`src/include/core_state_pkg.sv`:
```
// Package for the core state register block: register map, field layout,
// reset values and core operation codes.
// Assumes a 32-bit AHB-Lite register bus with one word per register.
package core_state_pkg;
	// Byte addresses of the registers on the bus
	localparam logic [7:0] ADDR_STATUS = 8'h00;
	localparam logic [7:0] ADDR_PUSH_PTR = 8'h04;
	localparam logic [7:0] ADDR_DP_LOW = 8'h08;
	localparam logic [7:0] ADDR_DP_HIGH = 8'h0c;
	localparam logic [7:0] ADDR_INSTR_CNT = 8'h10;
	localparam logic [7:0] ADDR_ACC = 8'h14;
	localparam logic [7:0] ADDR_BANK_BASE = 8'h18;
	localparam logic [7:0] ADDR_CODE_ADDR = 8'h1c;
	localparam logic [7:0] ADDR_EXT_ADDR = 8'h20;

	// Status word field positions
	localparam int BIT_CARRY = 7;
	localparam int BIT_HALF_CARRY = 6;
	localparam int BIT_USER_ZERO = 5;
	localparam int BIT_BANK_HI = 4;
	localparam int BIT_BANK_LO = 3;
	localparam int BIT_WRAP = 2;
	localparam int BIT_USER_ONE = 1;
	localparam int BIT_PARITY = 0;

	// Reset values
	localparam logic [7:0] STATUS_RESET = 8'h00;
	localparam logic [7:0] PUSH_PTR_RESET = 8'h07;
	localparam logic [7:0] DP_RESET = 8'h00;
	localparam logic [15:0] INSTR_CNT_RESET = 16'h0000;
	localparam logic [7:0] ACC_RESET = 8'h00;

	// Bank size as a shift in working registers: a bank base is code shifted left by this
	localparam int BANK_SHIFT = 3;

	// Stack operation requested by the core sequencer
	typedef enum logic [1:0] {
		STK_NONE,
		STK_PUSH,
		STK_POP
	} stack_op_t;
endpackage : core_state_pkg

```
`src/design/status_word_unit.sv`:
```
// Status word unit: holds the flags, keeps parity over the accumulator.
// Assumes the core sequencer and the bus writer never collide on a bit in
// a way that matters; a bus write takes precedence over arithmetic results.
`timescale 1ns/1ps
`default_nettype none
module status_word_unit (
	input wire logic sys_clk,
	input wire logic rst,
	input wire logic [7:0] acc_value,
	input wire logic arith_update,
	input wire logic carry_in,
	input wire logic half_carry_in,
	input wire logic wrap_in,
	input wire logic sw_write,
	input wire logic [7:0] sw_data,
	output logic [7:0] program_status_word
);
	import core_state_pkg::*;

	logic [7:0] flags_q;
	logic [7:0] flags_d;

	// Arithmetic flags, user flags and bank select; parity is recomputed
	always_comb begin
		flags_d = flags_q;
		if (sw_write) begin
			flags_d = sw_data;
		end else if (arith_update) begin
			flags_d[BIT_CARRY] = carry_in;
			flags_d[BIT_HALF_CARRY] = half_carry_in;
			flags_d[BIT_WRAP] = wrap_in;
		end
		// User flags are only touched by software writes
		flags_d[BIT_PARITY] = 1'b0;
	end

	always_ff @(posedge sys_clk) begin
		if (rst) begin
			flags_q <= STATUS_RESET;
		end else begin
			flags_q <= flags_d;
		end
	end

	// Parity always follows the accumulator, software cannot override it
	always_comb begin
		program_status_word = flags_q;
		program_status_word[BIT_PARITY] = ^acc_value;
	end
endmodule : status_word_unit
`default_nettype wire

```
`src/design/push_pointer_unit.sv`:
```
// Push pointer unit: 8-bit stack pointer with pre-increment push.
// Assumes push and pop requests come one per cycle from the sequencer.
`timescale 1ns/1ps
`default_nettype none
module push_pointer_unit (
	input wire logic sys_clk,
	input wire logic rst,
	input wire core_state_pkg::stack_op_t stack_op,
	input wire logic sw_write,
	input wire logic [7:0] sw_data,
	output logic [7:0] push_pointer,
	output logic [7:0] push_addr
);
	import core_state_pkg::*;

	logic [7:0] ptr_q;
	logic [7:0] ptr_d;

	// Software load wins; arithmetic wraps modulo 256 with no trap
	always_comb begin
		ptr_d = ptr_q;
		if (sw_write) begin
			ptr_d = sw_data;
		end else begin
			case (stack_op)
				STK_PUSH: ptr_d = ptr_q + 8'h01;
				STK_POP: ptr_d = ptr_q - 8'h01;
				default: ptr_d = ptr_q;
			endcase
		end
	end

	always_ff @(posedge sys_clk) begin
		if (rst) begin
			ptr_q <= PUSH_PTR_RESET;
		end else begin
			ptr_q <= ptr_d;
		end
	end

	assign push_pointer = ptr_q;
	// Pushed byte lands at the already incremented address
	assign push_addr = ptr_q + 8'h01;
endmodule : push_pointer_unit
`default_nettype wire

```
`src/design/core_state_regs.sv`:
```
// Core architectural state: status word, push pointer, data pointer,
// instruction counter and accumulator, with an AHB-Lite register view.
// Assumes the core sequencer drives its strobes synchronously to sys_clk
// and that the bus master issues single word transfers only.
`timescale 1ns/1ps
`default_nettype none
module core_state_regs (
	input wire logic sys_clk,
	input wire logic rst,
	// AHB-Lite slave
	input wire logic hsel,
	input wire logic [31:0] haddr,
	input wire logic [1:0] htrans,
	input wire logic hwrite,
	input wire logic [2:0] hsize,
	input wire logic [31:0] hwdata,
	input wire logic hready,
	output logic [31:0] hrdata,
	output logic hreadyout,
	output logic hresp,
	// Core sequencer side
	input wire logic acc_load,
	input wire logic [7:0] acc_in,
	input wire logic arith_update,
	input wire logic carry_in,
	input wire logic half_carry_in,
	input wire logic wrap_in,
	input wire core_state_pkg::stack_op_t stack_op,
	input wire logic fetch_step,
	input wire logic jump_load,
	input wire logic [15:0] jump_target,
	input wire logic dp_load,
	input wire logic [15:0] dp_in,
	input wire logic code_table_read,
	input wire logic ext_data_access,
	// State views to the core
	output logic [7:0] program_status_word,
	output logic [7:0] push_pointer,
	output logic [7:0] push_addr,
	output logic [4:0] bank_base,
	output logic [15:0] data_pointer_word,
	output logic [15:0] instr_counter,
	output logic [15:0] code_addr,
	output logic [15:0] ext_addr
);
	import core_state_pkg::*;

	// Bus address phase capture
	logic wr_pend_q, wr_pend_d;
	logic [7:0] addr_q, addr_d;
	logic [31:0] rdata_q, rdata_d;
	logic take;
	logic [7:0] a_addr;

	// Software write strobes in the data phase
	logic wr_status, wr_ptr, wr_dpl, wr_dph, wr_pc, wr_acc;
	logic [7:0] wbyte;

	// Internal state
	logic [7:0] acc_q, acc_d;
	logic [7:0] dpl_q, dpl_d;
	logic [7:0] dph_q, dph_d;
	logic [15:0] pc_q, pc_d;
	logic [15:0] code_q, code_d;
	logic [15:0] ext_q, ext_d;
	logic [7:0] psw_w, ptr_w, paddr_w;
	logic [7:0] psw_q, ptr_q, paddr_q;
	logic [4:0] bank_q, bank_d;

	assign take = hsel && hready && htrans[1];
	assign a_addr = haddr[7:0];
	assign wbyte = hwdata[7:0];

	// Decode of the pending write, done in the data phase
	always_comb begin
		wr_status = wr_pend_q && (addr_q == ADDR_STATUS);
		wr_ptr = wr_pend_q && (addr_q == ADDR_PUSH_PTR);
		wr_dpl = wr_pend_q && (addr_q == ADDR_DP_LOW);
		wr_dph = wr_pend_q && (addr_q == ADDR_DP_HIGH);
		wr_pc = wr_pend_q && (addr_q == ADDR_INSTR_CNT);
		wr_acc = wr_pend_q && (addr_q == ADDR_ACC);
	end

	status_word_unit u_status (
		.sys_clk(sys_clk),
		.rst(rst),
		.acc_value(acc_q),
		.arith_update(arith_update),
		.carry_in(carry_in),
		.half_carry_in(half_carry_in),
		.wrap_in(wrap_in),
		.sw_write(wr_status),
		.sw_data(wbyte),
		.program_status_word(psw_w)
	);

	push_pointer_unit u_push (
		.sys_clk(sys_clk),
		.rst(rst),
		.stack_op(stack_op),
		.sw_write(wr_ptr),
		.sw_data(wbyte),
		.push_pointer(ptr_w),
		.push_addr(paddr_w)
	);

	// Bus slave: zero wait states, unmapped reads return zero
	always_comb begin
		wr_pend_d = take && hwrite;
		addr_d = take ? a_addr : addr_q;
		rdata_d = rdata_q;
		if (take && !hwrite) begin
			case (a_addr)
				ADDR_STATUS: rdata_d = {24'h000000, psw_w};
				ADDR_PUSH_PTR: rdata_d = {24'h000000, ptr_w};
				ADDR_DP_LOW: rdata_d = {24'h000000, dpl_q};
				ADDR_DP_HIGH: rdata_d = {24'h000000, dph_q};
				ADDR_INSTR_CNT: rdata_d = {16'h0000, pc_q};
				ADDR_ACC: rdata_d = {24'h000000, acc_q};
				ADDR_BANK_BASE: rdata_d = {27'h0000000, bank_q};
				ADDR_CODE_ADDR: rdata_d = {16'h0000, code_q};
				ADDR_EXT_ADDR: rdata_d = {16'h0000, ext_q};
				default: rdata_d = 32'h00000000;
			endcase
		end
	end

	always_ff @(posedge sys_clk) begin
		if (rst) begin
			wr_pend_q <= 1'b0;
			addr_q <= 8'h00;
			rdata_q <= 32'h00000000;
		end else begin
			wr_pend_q <= wr_pend_d;
			addr_q <= addr_d;
			rdata_q <= rdata_d;
		end
	end

	// Accumulator, data pointer halves and instruction counter
	always_comb begin
		acc_d = acc_q;
		if (wr_acc) begin
			acc_d = wbyte;
		end else if (acc_load) begin
			acc_d = acc_in;
		end
		dpl_d = dpl_q;
		dph_d = dph_q;
		if (dp_load) begin
			dpl_d = dp_in[7:0];
			dph_d = dp_in[15:8];
		end
		if (wr_dpl) begin
			dpl_d = wbyte;
		end
		if (wr_dph) begin
			dph_d = wbyte;
		end
		pc_d = pc_q;
		if (wr_pc) begin
			pc_d = hwdata[15:0];
		end else if (jump_load) begin
			pc_d = jump_target;
		end else if (fetch_step) begin
			pc_d = pc_q + 16'h0001;
		end
	end

	// Code table reads use data pointer plus accumulator; external data
	// accesses use the data pointer alone
	always_comb begin
		code_d = {dph_q, dpl_q} + {8'h00, acc_q};
		ext_d = {dph_q, dpl_q};
		if (!code_table_read) begin
			code_d = code_q;
		end
		if (!ext_data_access) begin
			ext_d = ext_q;
		end
		bank_d = {psw_w[BIT_BANK_HI:BIT_BANK_LO], 3'b000};
	end

	always_ff @(posedge sys_clk) begin
		if (rst) begin
			acc_q <= ACC_RESET;
			dpl_q <= DP_RESET;
			dph_q <= DP_RESET;
			pc_q <= INSTR_CNT_RESET;
			code_q <= 16'h0000;
			ext_q <= 16'h0000;
			bank_q <= 5'h00;
			psw_q <= STATUS_RESET;
			ptr_q <= PUSH_PTR_RESET;
			paddr_q <= PUSH_PTR_RESET + 8'h01;
		end else begin
			acc_q <= acc_d;
			dpl_q <= dpl_d;
			dph_q <= dph_d;
			pc_q <= pc_d;
			code_q <= code_d;
			ext_q <= ext_d;
			bank_q <= bank_d;
			psw_q <= psw_w;
			ptr_q <= ptr_w;
			paddr_q <= paddr_w;
		end
	end

	// Registered outputs; status word, push pointer, push address and bank views trail the internal state by one cycle
	assign program_status_word = psw_q;
	assign push_pointer = ptr_q;
	assign push_addr = paddr_q;
	assign bank_base = bank_q;
	assign data_pointer_word = {dph_q, dpl_q};
	assign instr_counter = pc_q;
	assign code_addr = code_q;
	assign ext_addr = ext_q;
	assign hrdata = rdata_q;
	assign hreadyout = 1'b1;
	assign hresp = 1'b0;
endmodule : core_state_regs
`default_nettype wire

```
`config.mk`:
```
export PLATFORM = sky130hd
export DESIGN_NAME = core_state_regs
export DESIGN_NICKNAME = d
export VERILOG_FILES = /design/src/include/core_state_pkg.sv /design/src/design/status_word_unit.sv /design/src/design/push_pointer_unit.sv /design/src/design/core_state_regs.sv
export SDC_FILE = /design/constraint.sdc
export NUM_CORES = 1
export LEC_CHECK = 0
export BUFFER_PORTS_ARGS = -buffer_cell sky130_fd_sc_hd__buf_2
export CAP_MARGIN = 20
export CORE_ASPECT_RATIO = 0.8
export CORE_MARGIN = 4
export CORE_UTILIZATION = 45
export CTS_CLUSTER_DIAMETER = 150
export DETAILED_ROUTE_END_ITERATION = 7
export GPL_TIMING_DRIVEN = 0
export PLACE_DENSITY = 0.79
export SETUP_SLACK_MARGIN = 0.4
export SYNTH_ARGS = -nofsm -noshare
export SYNTH_HDL_FRONTEND = slang
export SYNTH_SLANG_ARGS = --single-unit
```
`constraint.sdc`:
```
create_clock -name sys_clk -period 2.8 [get_ports sys_clk]
set_clock_uncertainty 0.05 [all_clocks]
set_input_delay 0.42 -clock sys_clk [delete_from_list [all_inputs] [get_ports sys_clk]]
set_output_delay 0.42 -clock sys_clk [all_outputs]
set_load 0.02 [all_outputs]
```
# Yosys cells after proc, flatten, opt, wreduce, memory -nomap -nowiden
# Index checks and enable logic that the tools add are counted.
# Widths: inputs -> output; s select.
classes:
  eq_ne: 15
  addsub: 4
  muxes: 16
  n_reduce_logical: 20
ops:
  columns: ["op", "count"]
  rows:
  - ["$pmux 16 s9", 1]
  - ["$mux 8", 7]
  - ["$eq 8x5->1 const B", 6]
  - ["$mux 16", 3]
  - ["$eq 8x4->1 const B", 4]
  - ["$add 16x1->16 const B", 1]
  - ["$add 16x8->16", 1]
  - ["$eq 8x3->1 const B", 2]
  - ["$logic_not 8->1", 2]
  - ["$pmux 8 s2", 1]
  - ["$logic_and 1x1->1", 10]
  - ["$add 8x1->8 const B", 1]
  - ["$eq 8x6->1 const B", 1]
  - ["$reduce_bool 2->1", 4]
  - ["$reduce_xor 8->1", 1]
  - ["$sub 8x1->8 const B", 1]
  - ["$reduce_bool 3->1", 2]
  - ["$mux 2", 2]
  - ["$eq 2x1->1 const B", 1]
  - ["$eq 2x2->1 const B", 1]
  - ["$mux 1", 2]
  - ["$logic_not 1->1", 1]
totals:
  regBits: 157
  output_inout_bits: 127
  word_cells: 72

# Logic depth before layout (Yosys ltp)
# Gate-level depths: netlist (run 1).
logic_depth:
  ltp_word: 4
  depth_mapped: 8

# Modules after synthesis
# A second synthesis (run 1) with hierarchy kept.
hier_totals:
  hier_cells: 842
  area_unflattened_um2: 7278.2
by_module_without_submodules:
  columns: ["module", "n_inst", "cells_per_inst", "area_each_um2"]
  rows:
  - ["core_state_regs", 1, 720, 6197.2]
  - ["push_pointer_unit", 1, 90, 744.5]
  - ["status_word_unit", 1, 32, 336.6]

# Least setup slack after synthesis (run 1)
# OpenSTA, ideal clock, no wires.
synth_path:
  path_kind: "reg2reg"
  startpoint: "reg dpl_q[0]"
  endpoint: "reg code_q[10] (netlist: code_addr[10])"
  setup_slack_ns: 0.622
  setup_time_ns: 0.091
  path_buffers: 0
  t_arrival_ns: 2.037
  required_time_ns: 2.659
  stages_incl_launch_ff: 8
  cell_sequence: "dfxtp_1 -> ha_1 -> fa_1 -> a21o_1 -> a21o_1 -> a21oi_1 -> o21ai_0 -> a311oi_1"
synth_via:
  elab_chain_cells: 1
synth_rtl:
  columns: ["item", "line", "text"]
  rows:
  - ["start: declaration", "core_state_regs.sv:61", "logic [7:0] dpl_q, dpl_d;"]
  - ["start signal: assignment", "core_state_regs.sv:198", "dpl_q <= dpl_d;"]
  - ["$add 16x8->16", "core_state_regs.sv:173", "code_d = {dph_q, dpl_q} + {8'h00, acc_q};"]
  - ["end signal: assignment", "core_state_regs.sv:201", "code_q <= code_d;"]
  - ["end: declaration", "core_state_regs.sv:64", "logic [15:0] code_q, code_d;"]
# No other way between the ends.
# A chain may end at the register's enable or synchronous reset.

# Worst setup path in the final report (run 1)
layout_path:
  startpoint: "reg addr_q[1]"
  endpoint: "reg dph_q[4]"
layout_via:
  elab_chain_cells: 3
  elab_cells_between_ends: 4
layout_rtl:
  columns: ["item", "line", "text"]
  rows:
  - ["start: declaration", "core_state_regs.sv:50", "logic [7:0] addr_q, addr_d;"]
  - ["start signal: assignment", "core_state_regs.sv:135", "addr_q <= addr_d;"]
  - ["$eq 8x4->1 (*)", "core_state_regs.sv:79", "wr_dph = wr_pend_q && (addr_q == ADDR_DP_HIGH);"]
  - ["$logic_and 1x1->1 (*)", "core_state_regs.sv:79", null]
  - ["$mux 8 or $reduce_bool 2->1 (tied branches)", null, null]
  - ["end signal: assignment", "core_state_regs.sv:199", "dph_q <= dph_d;"]
  - ["end: declaration", "core_state_regs.sv:62", "logic [7:0] dph_q, dph_d;"]
# Mark *: on every way between the ends. The rest lies on a longest branch, timed or not.

==> impl_results.md, run 1 <==
* Fin crit period at about 2.3 ns
* Fin crit share at 0.8090
* Reg-to-reg slack, setup at around 0.53 ns
* Clock transition at the registers of the reported paths at roughly 0.060 ns
* Global-route wire length before repair at approximately 39 mm
* Share of layout cells above drive strength 1 at 0.2621
* Fin. max-slew vios at 0
* Worst Path Required at 3.07 ns
* # setup viols final at 0
* CP Launch Point: addr_q[1]$_SDFFE_PP0P_
* Final Hold Fails at 0
* CP max FO at 10
* Ys flop type: dfxtp_1
* Critical Path AT at around 2.5 ns
* Largest net degree at the start of global routing at 17
* Number of vias per cell at between 5 and 6
* Crit-path leading delay family: simple AND/OR/NAND/NOR gates
* Commonest non-fill, non-tap cell in the layout: buf_2
* Grt total ovfl at 0
* Total I/O pin count at 253
* RSZ-0062 raised after global routing: no
* Worst vdd ir at between 0.3 and 0.4 mV
* Worst setup EP type: flip-flop
* Hold_sp: hwdata[14]
* CP Launch Type: flip-flop
* Yosys warning count at 0
* Critical R2R Launch: addr_q[1]$_SDFFE_PP0P_
* Core area at approximately 16000 um2
* Maximum root-to-sink buffer count at 2
* Gate Count Post-Synth at 859
* Fin Setup TNS at 0 ns
* Asr flop ratio synth at 0
* HPWL after detailed placement at slightly above 20 mm
* Buf/Inv on CP at 2
* Number of global-route vias before repair at between 6000 and 7000
* Most frequent cells in the layout: buf_2, dfxtp_1, nor2_1
* Post-synth design cell area at 7378 um2
* First DRT Iteration DRCs at ~630
* Worst slew margin at 0.3771
* Routed vias at between 7000 and 8000
* Tot GR Track Use at 0.2816
* Yosys top cell area share at 0.3690
* Slew @ Worst Pin at 0.9323 ns
* Hold slack at ~0.18 ns
* Final WL at about 26 mm
* Final Wtd Congestion at around 0.99
* Final net count at ~1200
* Max Freq at approximately 0.44 GHz
* Initial core utilization at 0.4640
* Setup Crit Path Kind: flip-flop to flip-flop
* Count of cell types in the netlist at 73
* Worst hold path type: primary input to flip-flop
* Clock Latency Late Sink at approximately 0.43 ns
* Flops & latches, synth at ~140
* Rows at 41
* Top post-synthesis cells by area: dfxtp_1, mux2i_1, nor2_1
* Drt drc at 0
* Critical path depth at 6
* CP dominant cell by count: buf_2
* PwrDens at ~570 nW/um2
* Mean Syn Cell Area at between 8 and 9 um2
* CTS Sinks at approximately 140
* Lkg Pwr at 3.990 nW
* Sequential share of the synthesized area at 0.3690
* Crit-path cells: nor4b_2 -> and3b_1 -> buf_2 -> nand3_1 -> buf_2 -> a211oi_1
* Initial antenna violation count at 0
* Die Ht at roughly 120 um
* Hold depth at 3
* Slowest-stage cell, CP: nor4b_2
* Area leader, netlist: dfxtp_1
* Post-synth EDFFs at 0
* Max-cap violations at 0
* Final Non-Filler Cells at between 1000 and 1500
* First-pass DRT Iterations at 8
* CTS root buffer: clkbuf_16
* Status: complete, no violations
* ANT nets after route at 0
* Placed cells at about 1300
* Worst stage delay on the critical path at roughly 0.42 ns
* Ant. Diodes at 0
* Chip Width at 151.2 um
* Buffer count from post-CTS setup fixing at 0
* R2R cell count at 6
* CTS tree: yes
* Die area at 18520 um2
* H-tree levels at 4
* Number of port buffers at 180
* Avg WL per Cell at 20.25 um
* Area Growth Syn to Fin at 24.61%
* CTS Buf Count at 17
==> where the power goes <==
group	total, mW	internal (mW)	switching [mW]	leakage [nW]
Sequential	2.18	2.04	0.138	1.11
Clock	2.12	1.22	0.906	0.253
Combinational	0.893	0.351	0.542	2.62
==> sequential cells by signal, indices dropped and copies added, names as in the netlist, 8 cells and up <==
register	flops
acc_q	8
addr_q	8
code_addr	16
dph_q	8
dpl_q	8
ext_addr	16
hrdata	16
instr_counter	16
program_status_word	8
push_addr	8
push_pointer	8
u_push.push_pointer	8
==> final cells by class <==
cell class / count / area [um2]
well taps: 215 / 269.0
clock inverters: 15 / 128.9
multi-input cells: 646 / 4218
inverters: 11 / 41.29
flip-flops and latches: 136 / 2724
fillers: 1493 / 6709
plain buffers: 85 / 481.7
clock buffers: 17 / 425.4
repair buffers: 181 / 905.9
==> logic make-up (layout without fill, tap and decap cells) <==
kind of cell | Yosys count | in the layout | share of synthesized area
multiplexers | 68 | 68 | 0.09446
other | 2 | 21 | 0.001018
buffers and inverters | 96 | 309 | 0.07088
XOR/XNOR | 39 | 39 | 0.04630
AO/OA/AOI/OAI | 198 | 198 | 0.1864
AND/OR/NAND/NOR | 307 | 307 | 0.2089
flip-flops | 136 | 136 | 0.3690
adder cells (fa/ha/maj) | 13 | 13 | 0.02306
==> layer usage <==
layer	part of all wire	GRT usage
met5	0	0
met4	0.017	0.08097
met3	0.12	0.09081
met2	0.44	0.4285
met1	0.42	0.3840
==> cells in the mapped netlist, types with 4 or more instances <==
cell / n
nand4_1: 12
a21o_1: 5
or3_1: 5
nor2_1: 102
clkbuf_1: 32
xnor2_1: 19
dfxtp_1: 136
a311oi_1: 4
mux2i_1: 55
buf_1: 10
buf_2: 11
xor2_1: 20
mux2_2: 13
o21a_1: 4
inv_1: 11
nor3_1: 19
ha_1: 12
o22ai_1: 6
a211o_1: 4
and3_1: 5
o21ai_0: 22
a32oi_1: 5
nor2b_1: 19
nand2b_1: 14
nand3_1: 22
nand2_1: 64
o2bb2ai_1: 8
nor3b_1: 5
o211ai_1: 7
a21oi_1: 40
o21ai_1: 7
buf_4: 24
nor4_1: 9
a22o_1: 5
a22oi_1: 27
a211oi_1: 38
==> worst min-delay path: stages <==
cell,delay [ns]
buf_2,0.10
nand2_1,0.05
a21oi_1,0.05
==> metrics by stage <==
step / total power, mW / util / area (um2) / worst slack [ns]
3_5_place_dp: 3.092 / 0.5420 / 8620 / 0.3587
2_1_floorplan: 2.755 / - / 7450 / 0.6217
3_3_place_gp: 3.078 / 0.5420 / 8620 / 0.3676
6_report: 5.196 / 0.5781 / 9194 / 0.5348
4_1_cts: 5.182 / 0.5771 / 9178 / 0.4575
5_1_grt: 5.371 / 0.5781 / 9194 / 0.4118
==> path summary, 6_finish.rpt <==
check,to
setup / recovery,dph_q[4]$_SDFFE_PP0P_
hold / removal,instr_counter[14]$_SDFFE_PP0P_
setup reg to reg,dph_q[4]$_SDFFE_PP0P_
hold reg to reg,hrdata[7]$_SDFFE_PP0P_
==> repair_timing <==
action,4_1_cts,5_1_grt
gates resized for setup,1,3
endpoints found under the setup margin,4,5
hold buffers,0,0
pin swaps,0,2
No activity file was read; power rests on OpenSTA's default activity.
==> inputs of run 2 (changes only) <==
--- a/config.mk
+++ b/config.mk
@@ -13,7 +13,7 @@
 export CTS_CLUSTER_DIAMETER = 150
 export DETAILED_ROUTE_END_ITERATION = 7
 export GPL_TIMING_DRIVEN = 0
-export PLACE_DENSITY = 0.79
+export PLACE_DENSITY = 0.82
 export SETUP_SLACK_MARGIN = 0.4
 export SYNTH_ARGS = -nofsm -noshare
 export SYNTH_HDL_FRONTEND = slang
==> constraint.sdc (replaced) <==
create_clock -name sys_clk -period 2 [get_ports sys_clk]
set_clock_uncertainty 0.05 [all_clocks]
set_input_delay 0.3 -clock sys_clk [delete_from_list [all_inputs] [get_ports sys_clk]]
set_output_delay 0.3 -clock sys_clk [all_outputs]
set_load 0.02 [all_outputs]
==> impl_results.md, run 2 (synthesis gave the netlist of run 1 again) <==
* DR WL met2 at 14.26 mm (+23%)
* Hold_sp: hwdata[11]
* Drt drc at 0 (unchanged)
* Commonest non-fill, non-tap cell in the layout: buf_2
* Met3 routed WL at 3.422 mm (+5.1%)
* Initial core utilization at 0.4640 (unchanged)
* DR top layer: met4
* WHS Endpoint: instr_counter[11]$_SDFFE_PP0P_
* Hold slack at 0.06604 ns (-0.1132 ns)
* CTS root buffer: clkbuf_16
* Ant. Diodes at 0 (unchanged)
* Rows at 41 (unchanged)
* Die Ht at 122.5 um (unchanged)
* Fin. max-slew vios at 0 (unchanged)
* Reg-to-reg slack, setup at 0.04 ns (-0.50 ns)
* CP max FO at 8 (-2)
* ANT nets after route at 0 (unchanged)
* Status: complete, no violations
* Area Growth Syn to Fin at 50.76%
* Number of port buffers at 180 (unchanged)
* CTS Buf Count at 17 (unchanged)
* Total I/O pin count at 253 (unchanged)
* Number of global-route vias before repair at 7524 (+8.3%)
* RR Endpoint: code_addr[10]$_SDFFE_PP0P_
* Final Hold Fails at 0 (unchanged)
* CTS Sinks at 136 (unchanged)
* Worst slew margin at 0.4059 (+0.02875)
* CP Launch Type: flip-flop
* Worst hold path type: primary input to flip-flop
* H-tree levels at 4 (unchanged)
* CP Launch Point: dpl_q[0]$_SDFFE_PP0P_
* Clock transition at the registers of the reported paths at 0.06 ns (about the same)
* Finished Core Util at 0.6994 (+0.1213)
* First-pass DRT Iterations at 5 (-3)
* # setup viols final at 0 (unchanged)
* Crit-path leading delay family: compound AO/OA/AOI/OAI gates
* Worst vdd ir at 0.6104 mV (+62%)
* Global-route wire length before repair at 43.30 mm (+9.9%)
* Final WL at 30.86 mm (+17%)
* Critical Path AT at 2.25 ns (-0.29 ns)
* Setup Crit Path Kind: flip-flop to flip-flop
* Worst stage delay on the critical path at 0.36 ns (-0.06 ns)
* First DRT Iteration DRCs at 653 (+4.1%)
* Fin crit period at 1.962 ns (-0.3034 ns)
* Critical R2R Launch: dpl_q[0]$_SDFFE_PP0P_
* Max Freq at 0.5097 GHz (+15%)
* Final net count at 1266 (+4.0%)
* Final Wtd Congestion at 0.9979 (+0.51%)
* Core area at 15900 um2 (unchanged)
* Slew @ Worst Pin at 0.8912 ns (-0.04111 ns)
* Chip Width at 151.2 um (unchanged)
* CP dominant cell by count: a21o_1
* Slowest-stage cell, CP: dfxtp_4
* PwrDens at 707.7 nW/um2 (+25%)
* Final Power at 7.872 mW (+51%)
* Fin crit share at 0.9809 (+0.1719)
* Most frequent cells in the layout: buf_2, dfxtp_1, nor2_1
* Max-cap violations at 0 (unchanged)
* DRT met1 WL at 12.31 mm (+10%)
* Avg WL per Cell at 22.77 um (+12%)
* Lkg Pwr at 4.641 nW (+16%)
* R2R cell count at 7 (+1)
* Grt total ovfl at 0 (unchanged)
* RSZ-0062 raised after global routing: yes
* Buf/Inv on CP at 0 (-2)
* Worst Path Required at 2.29 ns (-0.78 ns)
* Number of vias per cell at 5.990 (+4.5%)
* Maximum root-to-sink buffer count at 2 (unchanged)
* CTS tree: yes
* Die area at 18520 um2 (unchanged)
* Clock Latency Late Sink at 0.43 ns (about the same)
* HPWL after detailed placement at 20.40 mm (+1.4%)
* Crit-path cells: ha_4 -> fa_2 -> a21o_1 -> a21o_1 -> a21oi_4 -> o21ai_1 -> a311oi_1
* Hold depth at 3 (unchanged)
* Share of layout cells above drive strength 1 at 0.4693 (+0.2072)
* Initial antenna violation count at 0 (unchanged)
* Largest net degree at the start of global routing at 17 (unchanged)
* Worst setup EP type: flip-flop
* Routed vias at 8117 (+8.5%)
* Tot GR Track Use at 0.3100 (+0.02839)
==> run 2: cell types whose count changed in the layout (fill, tap and decap cells not counted), moves of 18 or more <==
| cell | change |
|---|---|
| nor2_1 | -31 |
| dfxtp_1 | -33 |
| a211oi_1 | -32 |
| buf_6 | +25 |
| a211oi_2 | +30 |
| buf_4 | +21 |
| clkbuf_1 | -18 |
| nor2_4 | +29 |
==> run 2: repair_timing <==
item                       4_1_cts  5_1_grt
buffers inserted                34        8
hold buffers                     0        0
pin swaps                       37       41
cloned                           5        3
resized for setup              129      169
setup endpoints to repair       70      101
==> run 2: how the worst max path moves through the flow <==
stage,cells past startpoint,end,slack [ns]
after floorplan,7,code_addr[10]$_SDFFE_PP0P_,0.16
after global placement,4,push_addr[7]$_SDFF_PP0_,-0.05
after detailed placement,4,push_addr[7]$_SDFF_PP0_,-0.04
after CTS,7,code_addr[12]$_SDFFE_PP0P_,0.04
after global routing,7,code_addr[14]$_SDFFE_PP0P_,-0.08
final,7,code_addr[10]$_SDFFE_PP0P_,0.04
==> run 2: per-stage QoR <==
step	instance area [um2]	setup WS (ns)	TNS, ns	std cells
after floorplan	7787	0.1622	0	878
after global placement	8957	-0.05047	-0.05047	1273
after detailed placement	8957	-0.04269	-0.2496	1273
after CTS	10340	0.03990	0	1344
after global routing	11120	-0.08302	-0.2705	1355
final	11120	0.03823	0	1355
==> run 2: cell type report <==
class                           count  area (um2)
Multi-Input combinational cell    648        5309
Fill cell                        1195        4780
Sequential cell                   136        2805
Timing Repair Buffer              228        1473
Buffer                             85       616.8
Clock buffer                       19       454.2
Tap cell                          215       269.0
Clock inverter                     13       142.6
Inverter                           11       53.80
==> run 2: worst min-delay path, delay by kind of cell <==
family / cells / cell delay, ns
compound gates: 1 / 0.04
simple gates: 1 / 0.05
buf+inv: 1 / 0.11
==> run 2: where the power goes <==
part | switching [mW] | internal (mW) | total [mW]
Combinational | 0.933 | 0.652 | 1.58
Clock | 1.30 | 1.92 | 3.22
Sequential | 0.204 | 2.86 | 3.07
Total | 2.44 | 5.43 | 7.87
==> run 2: routing by layer <==
metal / up-vias / track usage
met5: - / 0
met4: 0 / 0.1099
met3: 74 / 0.08564
met2: 518 / 0.4753
met1: 3906 / 0.4204
li1: 3619 / -
